--- config.mk ---
export PLATFORM = sky130hd
export DESIGN_NAME = idp_port
export DESIGN_NICKNAME = d
export VERILOG_FILES = /design/src/hdl/idp_pkg.sv /design/src/hdl/idp_port.sv
export SDC_FILE = /design/constraint.sdc
export NUM_CORES = 1
export LEC_CHECK = 0
export BUFFER_PORTS_ARGS = -buffer_cell sky130_fd_sc_hd__buf_2
export CAP_MARGIN = 20
export CORE_AREA = 2 2 110 112
export DETAILED_ROUTE_END_ITERATION = 8
export DIE_AREA = 0 0 112 114
export PLACE_DENSITY = 0.64
export RECOVER_POWER = 100
export SYNTH_ARGS = -nofsm -noshare
export SYNTH_HDL_FRONTEND = slang
export SYNTH_SLANG_ARGS = --single-unit
--- constraint.sdc ---
create_clock -name clk -period 6.69 [get_ports clk]
set_input_delay 0.669 -clock clk [delete_from_list [all_inputs] [get_ports clk]]
set_output_delay 0.669 -clock clk [all_outputs]
set_load 0.01 [all_outputs]
--- src/hdl/idp_pkg.sv ---
// Constants for the isolated digital I/O port
package idp_pkg;
   localparam int CLK_HZ = 20000000;
   localparam int NUM_IN = 16;
   localparam int NUM_OUT = 16;
   localparam int PORT_W = 8;
   localparam int NUM_IN_PORTS = NUM_IN / PORT_W;
   localparam int NUM_GROUPS = NUM_OUT / PORT_W;
   localparam int MAX_RATE_HZ = 10000;
   // Shortest sample interval in cycles (least time, rounded up)
   localparam int MIN_DIV = (CLK_HZ + MAX_RATE_HZ - 1) / MAX_RATE_HZ;
   localparam int DIV_W = 16;
   localparam logic [DIV_W-1:0] MIN_DIV_V = DIV_W'(MIN_DIV);
   localparam logic [DIV_W-1:0] DIV_RESET = DIV_W'(MIN_DIV);
   localparam logic [PORT_W-1:0] OUT_INIT = 8'h00;
   // Driver switching time and the resulting least spacing of writes
   localparam int SWITCH_NS = 165000;
   localparam int SWITCH_CYC = (SWITCH_NS * 20 + 999) / 1000;
   localparam int ODRN_TOTEM = 0;
   typedef enum {ST_OFF, ST_ON} idp_state_e;
endpackage : idp_pkg

--- src/hdl/idp_port.sv ---
// Digital input sampler and output driver with power-up high impedance
`timescale 1ns/1ps
module idp_port
   import idp_pkg::*;
(
   input wire logic clk,
   input wire logic rst,
   input wire logic [DIV_W-1:0] sample_div,
   input wire logic [NUM_IN-1:0] din_pin,
   output logic [NUM_IN-1:0] sample_data,
   output logic sample_valid,
   input wire logic out_write,
   input wire logic [NUM_OUT-1:0] out_data,
   input wire logic prepare,
   input wire logic [NUM_GROUPS-1:0] driver_type_select,
   output logic [NUM_OUT-1:0] high_side_on,
   output logic [NUM_OUT-1:0] low_side_on,
   output logic outputs_enabled
);
   logic [NUM_IN-1:0] din_meta_reg;
   logic [NUM_IN-1:0] din_sync_reg;
   logic [NUM_GROUPS-1:0] odrn_meta_reg;
   logic [NUM_GROUPS-1:0] odrn_sync_reg;
   logic [NUM_IN-1:0] catch_reg;
   logic [NUM_IN-1:0] catch_next;
   logic [DIV_W-1:0] cnt_reg;
   logic [DIV_W-1:0] div_eff;
   logic tick;
   idp_state_e state_reg;
   logic [NUM_OUT-1:0] level_reg;
   logic [NUM_OUT-1:0] level_next;
   logic load;
   logic [NUM_OUT-1:0] hs_next;
   logic [NUM_OUT-1:0] ls_next;
   logic [NUM_OUT-1:0] out_data_d;
   logic [DIV_W-1:0] gap_cnt_reg;

   // Clamp rate so it never exceeds the fastest allowed
   assign div_eff = (sample_div < MIN_DIV_V) ? MIN_DIV_V : sample_div;
   assign tick = (cnt_reg >= div_eff - 16'h0001);

   always_ff @(posedge clk) begin
      din_meta_reg <= din_pin;
      din_sync_reg <= din_meta_reg;
      odrn_meta_reg <= driver_type_select;
      odrn_sync_reg <= odrn_meta_reg;
   end

   always_ff @(posedge clk) begin
      if (rst || tick) begin
         cnt_reg <= 16'h0000;
      end else begin
         cnt_reg <= cnt_reg + 16'h0001;
      end
   end

   // Latch any HIGH; sample reports latch OR current level
   assign catch_next = catch_reg | din_sync_reg;

   always_ff @(posedge clk) begin
      if (rst) begin
         catch_reg <= '0;
         sample_data <= '0;
         sample_valid <= 1'b0;
      end else begin
         sample_valid <= tick;
         if (tick) begin
            sample_data <= catch_next;
            catch_reg <= '0;
         end else begin
            catch_reg <= catch_next;
         end
      end
   end

   // Prepare without a value loads LOW
   assign load = out_write || prepare;
   assign level_next = out_write ? out_data : {NUM_GROUPS{OUT_INIT}};

   always_ff @(posedge clk) begin
      if (rst) begin
         state_reg <= ST_OFF;
         level_reg <= '0;
      end else if (load) begin
         state_reg <= ST_ON;
         level_reg <= level_next;
      end
   end

   // Strap decode, shared by the drivers and their checks
   function automatic logic is_totem(logic strap);
      return (strap == 1'(ODRN_TOTEM));
   endfunction : is_totem

   // Switch control from the same new level, so no HIGH passes first
   genvar g;
   generate
      for (g = 0; g < NUM_GROUPS; g++) begin : g_grp
         logic [PORT_W-1:0] lv;
         logic on;
         logic totem;
         assign on = load || (state_reg == ST_ON);
         assign lv = load ? level_next[g*PORT_W +: PORT_W]
                          : level_reg[g*PORT_W +: PORT_W];
         assign totem = is_totem(odrn_sync_reg[g]);
         assign hs_next[g*PORT_W +: PORT_W] =
            (on && totem) ? lv : '0;
         assign ls_next[g*PORT_W +: PORT_W] = on ? ~lv : '0;
      end
   endgenerate

   always_ff @(posedge clk) begin
      if (rst) begin
         high_side_on <= '0;
         low_side_on <= '0;
         outputs_enabled <= 1'b0;
      end else begin
         high_side_on <= hs_next;
         low_side_on <= ls_next;
         outputs_enabled <= load || (state_reg == ST_ON);
      end
   end

   // Registered copy of the written level for the checks below
   always_ff @(posedge clk) begin
      out_data_d <= out_data;
   end

   // Cycles since the last sample, for the spacing check
   always_ff @(posedge clk) begin
      if (rst) begin
         gap_cnt_reg <= MIN_DIV_V;
      end else if (sample_valid) begin
         gap_cnt_reg <= 16'h0001;
      end else if (gap_cnt_reg != 16'hffff) begin
         gap_cnt_reg <= gap_cnt_reg + 16'h0001;
      end
   end

   // Per group: the switches follow a write in the strapped mode
   generate
      for (g = 0; g < NUM_GROUPS; g++) begin : g_chk

      end
   endgenerate

   generate
      for (g = 0; g < NUM_IN; g++) begin : g_catch

      end
   endgenerate
endmodule : idp_port

======== Word level (Yosys, flattened, before mapping) ========
Index checks and enable logic that the tools add are counted.
word-level totals
  register bits ........................... 135
  input port bits ......................... 54
  output and inout bits ................... 50
  word-level logic and storage cells ...... 39
operators by class
  add/subtract/negate cells ............... 2
  magnitude comparators ................... 2
  mux-type cells .......................... 4
  bitwise operators ....................... 8
  reductions and logical operators ........ 9
operators with widths
  cell                                                                    number
  16-bit 2-to-1 mux                                                       2
  16-bit by 1-bit adder with 16-bit output, second input constant         1
  16-bit greater-or-equal comparator                                      1
  16-bit by 11-bit < comparator with 1-bit output, second input constant  1
  8-bit 2-to-1 mux                                                        2
  8-bit inverter                                                          2
  16-bit OR                                                               1
  16-bit by 1-bit subtractor with 16-bit output, second input constant    1
  2-bit OR reduction                                                      4
  1-bit inverter                                                          5
  1-bit logical OR                                                        3
  1-bit logical AND                                                       2

======== Depth between registers and ports, before layout ========
  depth in word-level cells ............... 5
  gate-level depth with buffers ........... 17
  gate-level depth less buffers ........... 15

======== Worst setup path after synthesis ========
OpenSTA, ideal clock, no wires.
  kind .................................... input -> register
  start ................................... in sample_div[12]
  end ..................................... reg catch_reg[0]
  library setup time ...................... 0.117 ns
  arrival time ............................ 4.277 ns
  required time ........................... 6.573 ns
  path slack .............................. 2.296 ns
  cell stages on the path ................. 17
  cell sequence ........................... or3_1 -> nor3_4 -> o41ai_1 -> nand2_1 -> ha_1 -> nand3_1 -> or3_1 -> xor2_1 -> and2_1 -> ha_1 -> and4_1 -> nand4_1 -> o211ai_1 -> or3_1 -> clkbuf_1 -> buf_2 -> nor2_1
between the ends
  cells in the longest elaborated chain, start to end .. 5
RTL lines
  what                                               RTL line        text
  start: declaration                                 idp_port.sv:8   input wire logic [DIV_W-1:0] sample_div,
  16-bit by 11-bit < comparator with 1-bit output    idp_port.sv:39  assign div_eff = (sample_div < MIN_DIV_V) ? MIN_DIV_V : sample_div;
  16-bit 2-to-1 mux (*)                              idp_port.sv:39
  16-bit by 1-bit subtractor with 16-bit output (*)  idp_port.sv:40  assign tick = (cnt_reg >= div_eff - 16'h0001);
  16-bit greater-or-equal comparator (*)             idp_port.sv:40
  2-bit OR reduction (no line) (*)                   -
  end signal: assignment                             idp_port.sv:71  catch_reg <= catch_next;
  end: declaration                                   idp_port.sv:24  logic [NUM_IN-1:0] catch_reg;
Every way passes the cells marked *; elsewhere a longest branch is shown, timed or not.
A chain may end at the register's enable or synchronous reset.

======== Worst setup path after layout ========
  start ................................... in sample_div[12]
  end ..................................... reg catch_reg[13]
Same word-level chain as after synthesis.

==> out/results.txt <==
Worst-margin pin slew -> 1.36 ns
CTS Root Buffer Type -> clkbuf_16
IO Pins -> 104
Hold Slack -> 0.325 ns
Worst-skew pair later-pin latency -> 0.40 ns
Die Y -> 114 um
CTS tree -> yes
Slew HR -> 0.0960
Setup Fix Bufs, Post-CTS -> 0
Sequential-to-total area share from yosys stat -> 0.593
Buffers on Ports -> 103
EDFF count, synth -> 0
Antenna Violating Nets Remaining -> 0
Top cell by count, worst path -> or3_1
Async S/R FF share, synth -> 0
Top_reg_cell synth -> dfxtp_1
# DRC -> 0
GP Congestion -> 0.783
CTS Buffer Depth -> 2
Clock-pin transition on the worst setup and hold timing paths -> 0.05 ns
Ant. Diodes -> 0
Nets@finish -> 627
Max_cap viols -> 0
Status -> finished clean
Cell Area, Synth -> 0.00456 mm^2
Top-count cell post-synth -> dfxtp_1
Avg WL per Cell -> 13.1 um
CP Class -> input pin to flop
Pin count of the biggest net entering global routing -> 39
Placed cell area -> 0.00519 mm^2
Cell taking the most area after synthesis -> dfxtp_1
First-pass GRT wire length -> 15.3 mm
Hold WC Path Type -> flop to flop
Post-Synth Adder-Cell Area -> 0.0494
Leak pwr -> 0.00238 uW
YS warnings -> 0
Fill count -> 1134
XOR/XNOR Fraction of Synth Area -> 0.0461
Area occupied by multi-input gates -> 0.00175 mm^2
Overflow after GRT -> 0
Layout area overhead -> 27.1%
X dimension of the die -> 112 um
Clock Sinks -> 135
Reg2Reg Setup Slack -> 4.15 ns
Core area -> 0.0117 mm^2
Synth Area in Compound Gates -> 0.0744
RSZ-0062 raised after global routing -> no
Combinational family with the most area after synthesis -> simple AND/OR/NAND/NOR gates
DRT iter0 DRCs -> 176
Syn nets -> 522
Die area -> 0.0128 mm^2
Final instance area -> 0.00579 mm^2
Cells after Synth -> 450
Top cell type's share of synthesized area -> 0.593
Vias/cell -> 4.79
CP cell instances -> clkbuf_1 -> or3_1 -> nor3_1 -> o41ai_1 -> clkbuf_1 -> nand2_1 -> ha_1 -> nand3_1 -> or3_1 -> xor2_1 -> and2_0 -> ha_1 -> and4_1 -> and3_1 -> o21a_1 -> or3_1 -> buf_16 -> nor2_1
Worst Path Arrival -> 5.53 ns
Worst Setup End Kind -> flop
Setup Skew -> 0.00427 ns
Gr usage total -> 0.151
CTS Buf Count -> 17
Period Utilization, post-route -> 0.776
Data required, critical path -> 7.03 ns
Post-Route Setup TNS -> 0 ns
Achievable clock frequency -> 0.193 GHz
Row cnt -> 40
Slowest library cell on the worst path -> or3_1
Layout cells sized above 1 -> 0.155
Seq cells post-synth -> 135
CTS Hold Bufs -> 0
Final Critical Period -> 5.19 ns
Final Util -> 0.495
Final setup violation count -> 0
PostCTS Resize Cnt -> 0
Worst setup SP type -> input pin
Final HPWL DP -> 6.39 mm
Final Total Pwr -> 1960 uW
Simple-Gate Fraction of Synth Area -> 0.214
Vias -> 3419
Commonest cells in the netlist -> 135 x dfxtp_1, 92 x nor2_1, 21 x a21oi_1, 21 x nor3_1, 18 x ha_1
Worst path max stage delay -> 0.62 ns
Initial core utilization -> 0.389
Power per Cell Area -> 338 mW/mm^2
Synth unique cells -> 36
Routed WL -> 9.36 mm
Synth area leaders -> dfxtp_1 59%, nor2_1 7.6%, ha_1 4.9%
Reg area -> 0.00270 mm^2
Number of global-route vias before repair -> 3318
Mux contribution to synthesized area -> 0.00220
Initial antenna violation count -> 0
Worst ir drop on vdd -> 0.236 mV
Final Max Tran Viols -> 0
Maximum fanout along the worst path -> 22
Clock H-tree levels -> 4
Final Hold Viols -> 0
Syn_area_per_cell -> 10.1 um^2
Pre-Repair DR Iteration Count -> 4
-- cells by family (layout without fill, tap and decap cells) --
group                      after synthesis  after routing
and+or+nand+nor                        195            195
DFF                                    135            135
AOI/OAI and AO/OA                       53             53
xor gates and xnor gates                24             24
buffers and inverters                   24            141
adders and majority gates               18             18
muxes                                    1              1
-- report_power, final --
part	total, uW	switching [uW]	leakage (uW)	internal (uW)
Combinational	98.7	58.4	0.000950	40.3
Clock	1010	330	0.000313	680
Sequential	851	10.8	0.00112	841
-- final cells by class --
cell class	count	area share
Clock inverter	11	0.0339
Multi-Input combinational cell	291	0.302
Timing Repair Buffer	106	0.0844
Tap cell	147	0.0317
Clock buffer	20	0.0788
Sequential cell	135	0.466
Inverter	4	0.00259
-- metal layers --
metal,track usage,routed length (um),vias to the layer above
met4,0.0602,86,0
li1,-,-,1748
met3,0.0531,476,7
met5,0,0,-
met1,0.189,4360,1595
met2,0.241,4440,69
-- path summary, 6_finish.rpt --
path	from	end	cells past startpoint
max	sample_div[12]	catch_reg[13]	18
min	din_meta_reg[9]	din_sync_reg[9]	0
min reg2reg	din_meta_reg[9]	din_sync_reg[9]	0
max reg2reg	cnt_reg[10]	catch_reg[13]	7
-- through the flow --
step / worst slack, ns / cells
4_1_cts: 1.59 / 713
3_5_place_dp: 1.16 / 682
5_1_grt: 1.11 / 714
6_report: 1.50 / 714
3_3_place_gp: 1.37 / 682
2_1_floorplan: 2.30 / 450
-- cell usage in the layout (no fill, tap or decap), types with 3 or more instances in the layout --
cell and n:
or3_1 5, ha_1 18, nand2_1 14, clkbuf_16 17, buf_2 51, nor3_1 22
nor3b_1 17, o21a_1 4, and4_1 3, xor2_1 15, a211oi_1 16, and3_1 4
o21ai_0 4, nand4_1 4, dfxtp_1 135, xnor2_1 9, and2_0 12, inv_1 4
bufinv_16 5, and2_1 5, a21oi_1 21, nor2_1 92, clkbuf_1 54, nand3_1 9
-- critical path: cells and delay by family --
family,cells,cell delay [ns]
xor gates and xnor gates,1,0.16
adders and majority gates,2,0.53
and+or+nand+nor,10,3.01
buffers and inverters,3,0.57
AOI/OAI and AO/OA,2,0.56
(Power assumes the default switching activity.)
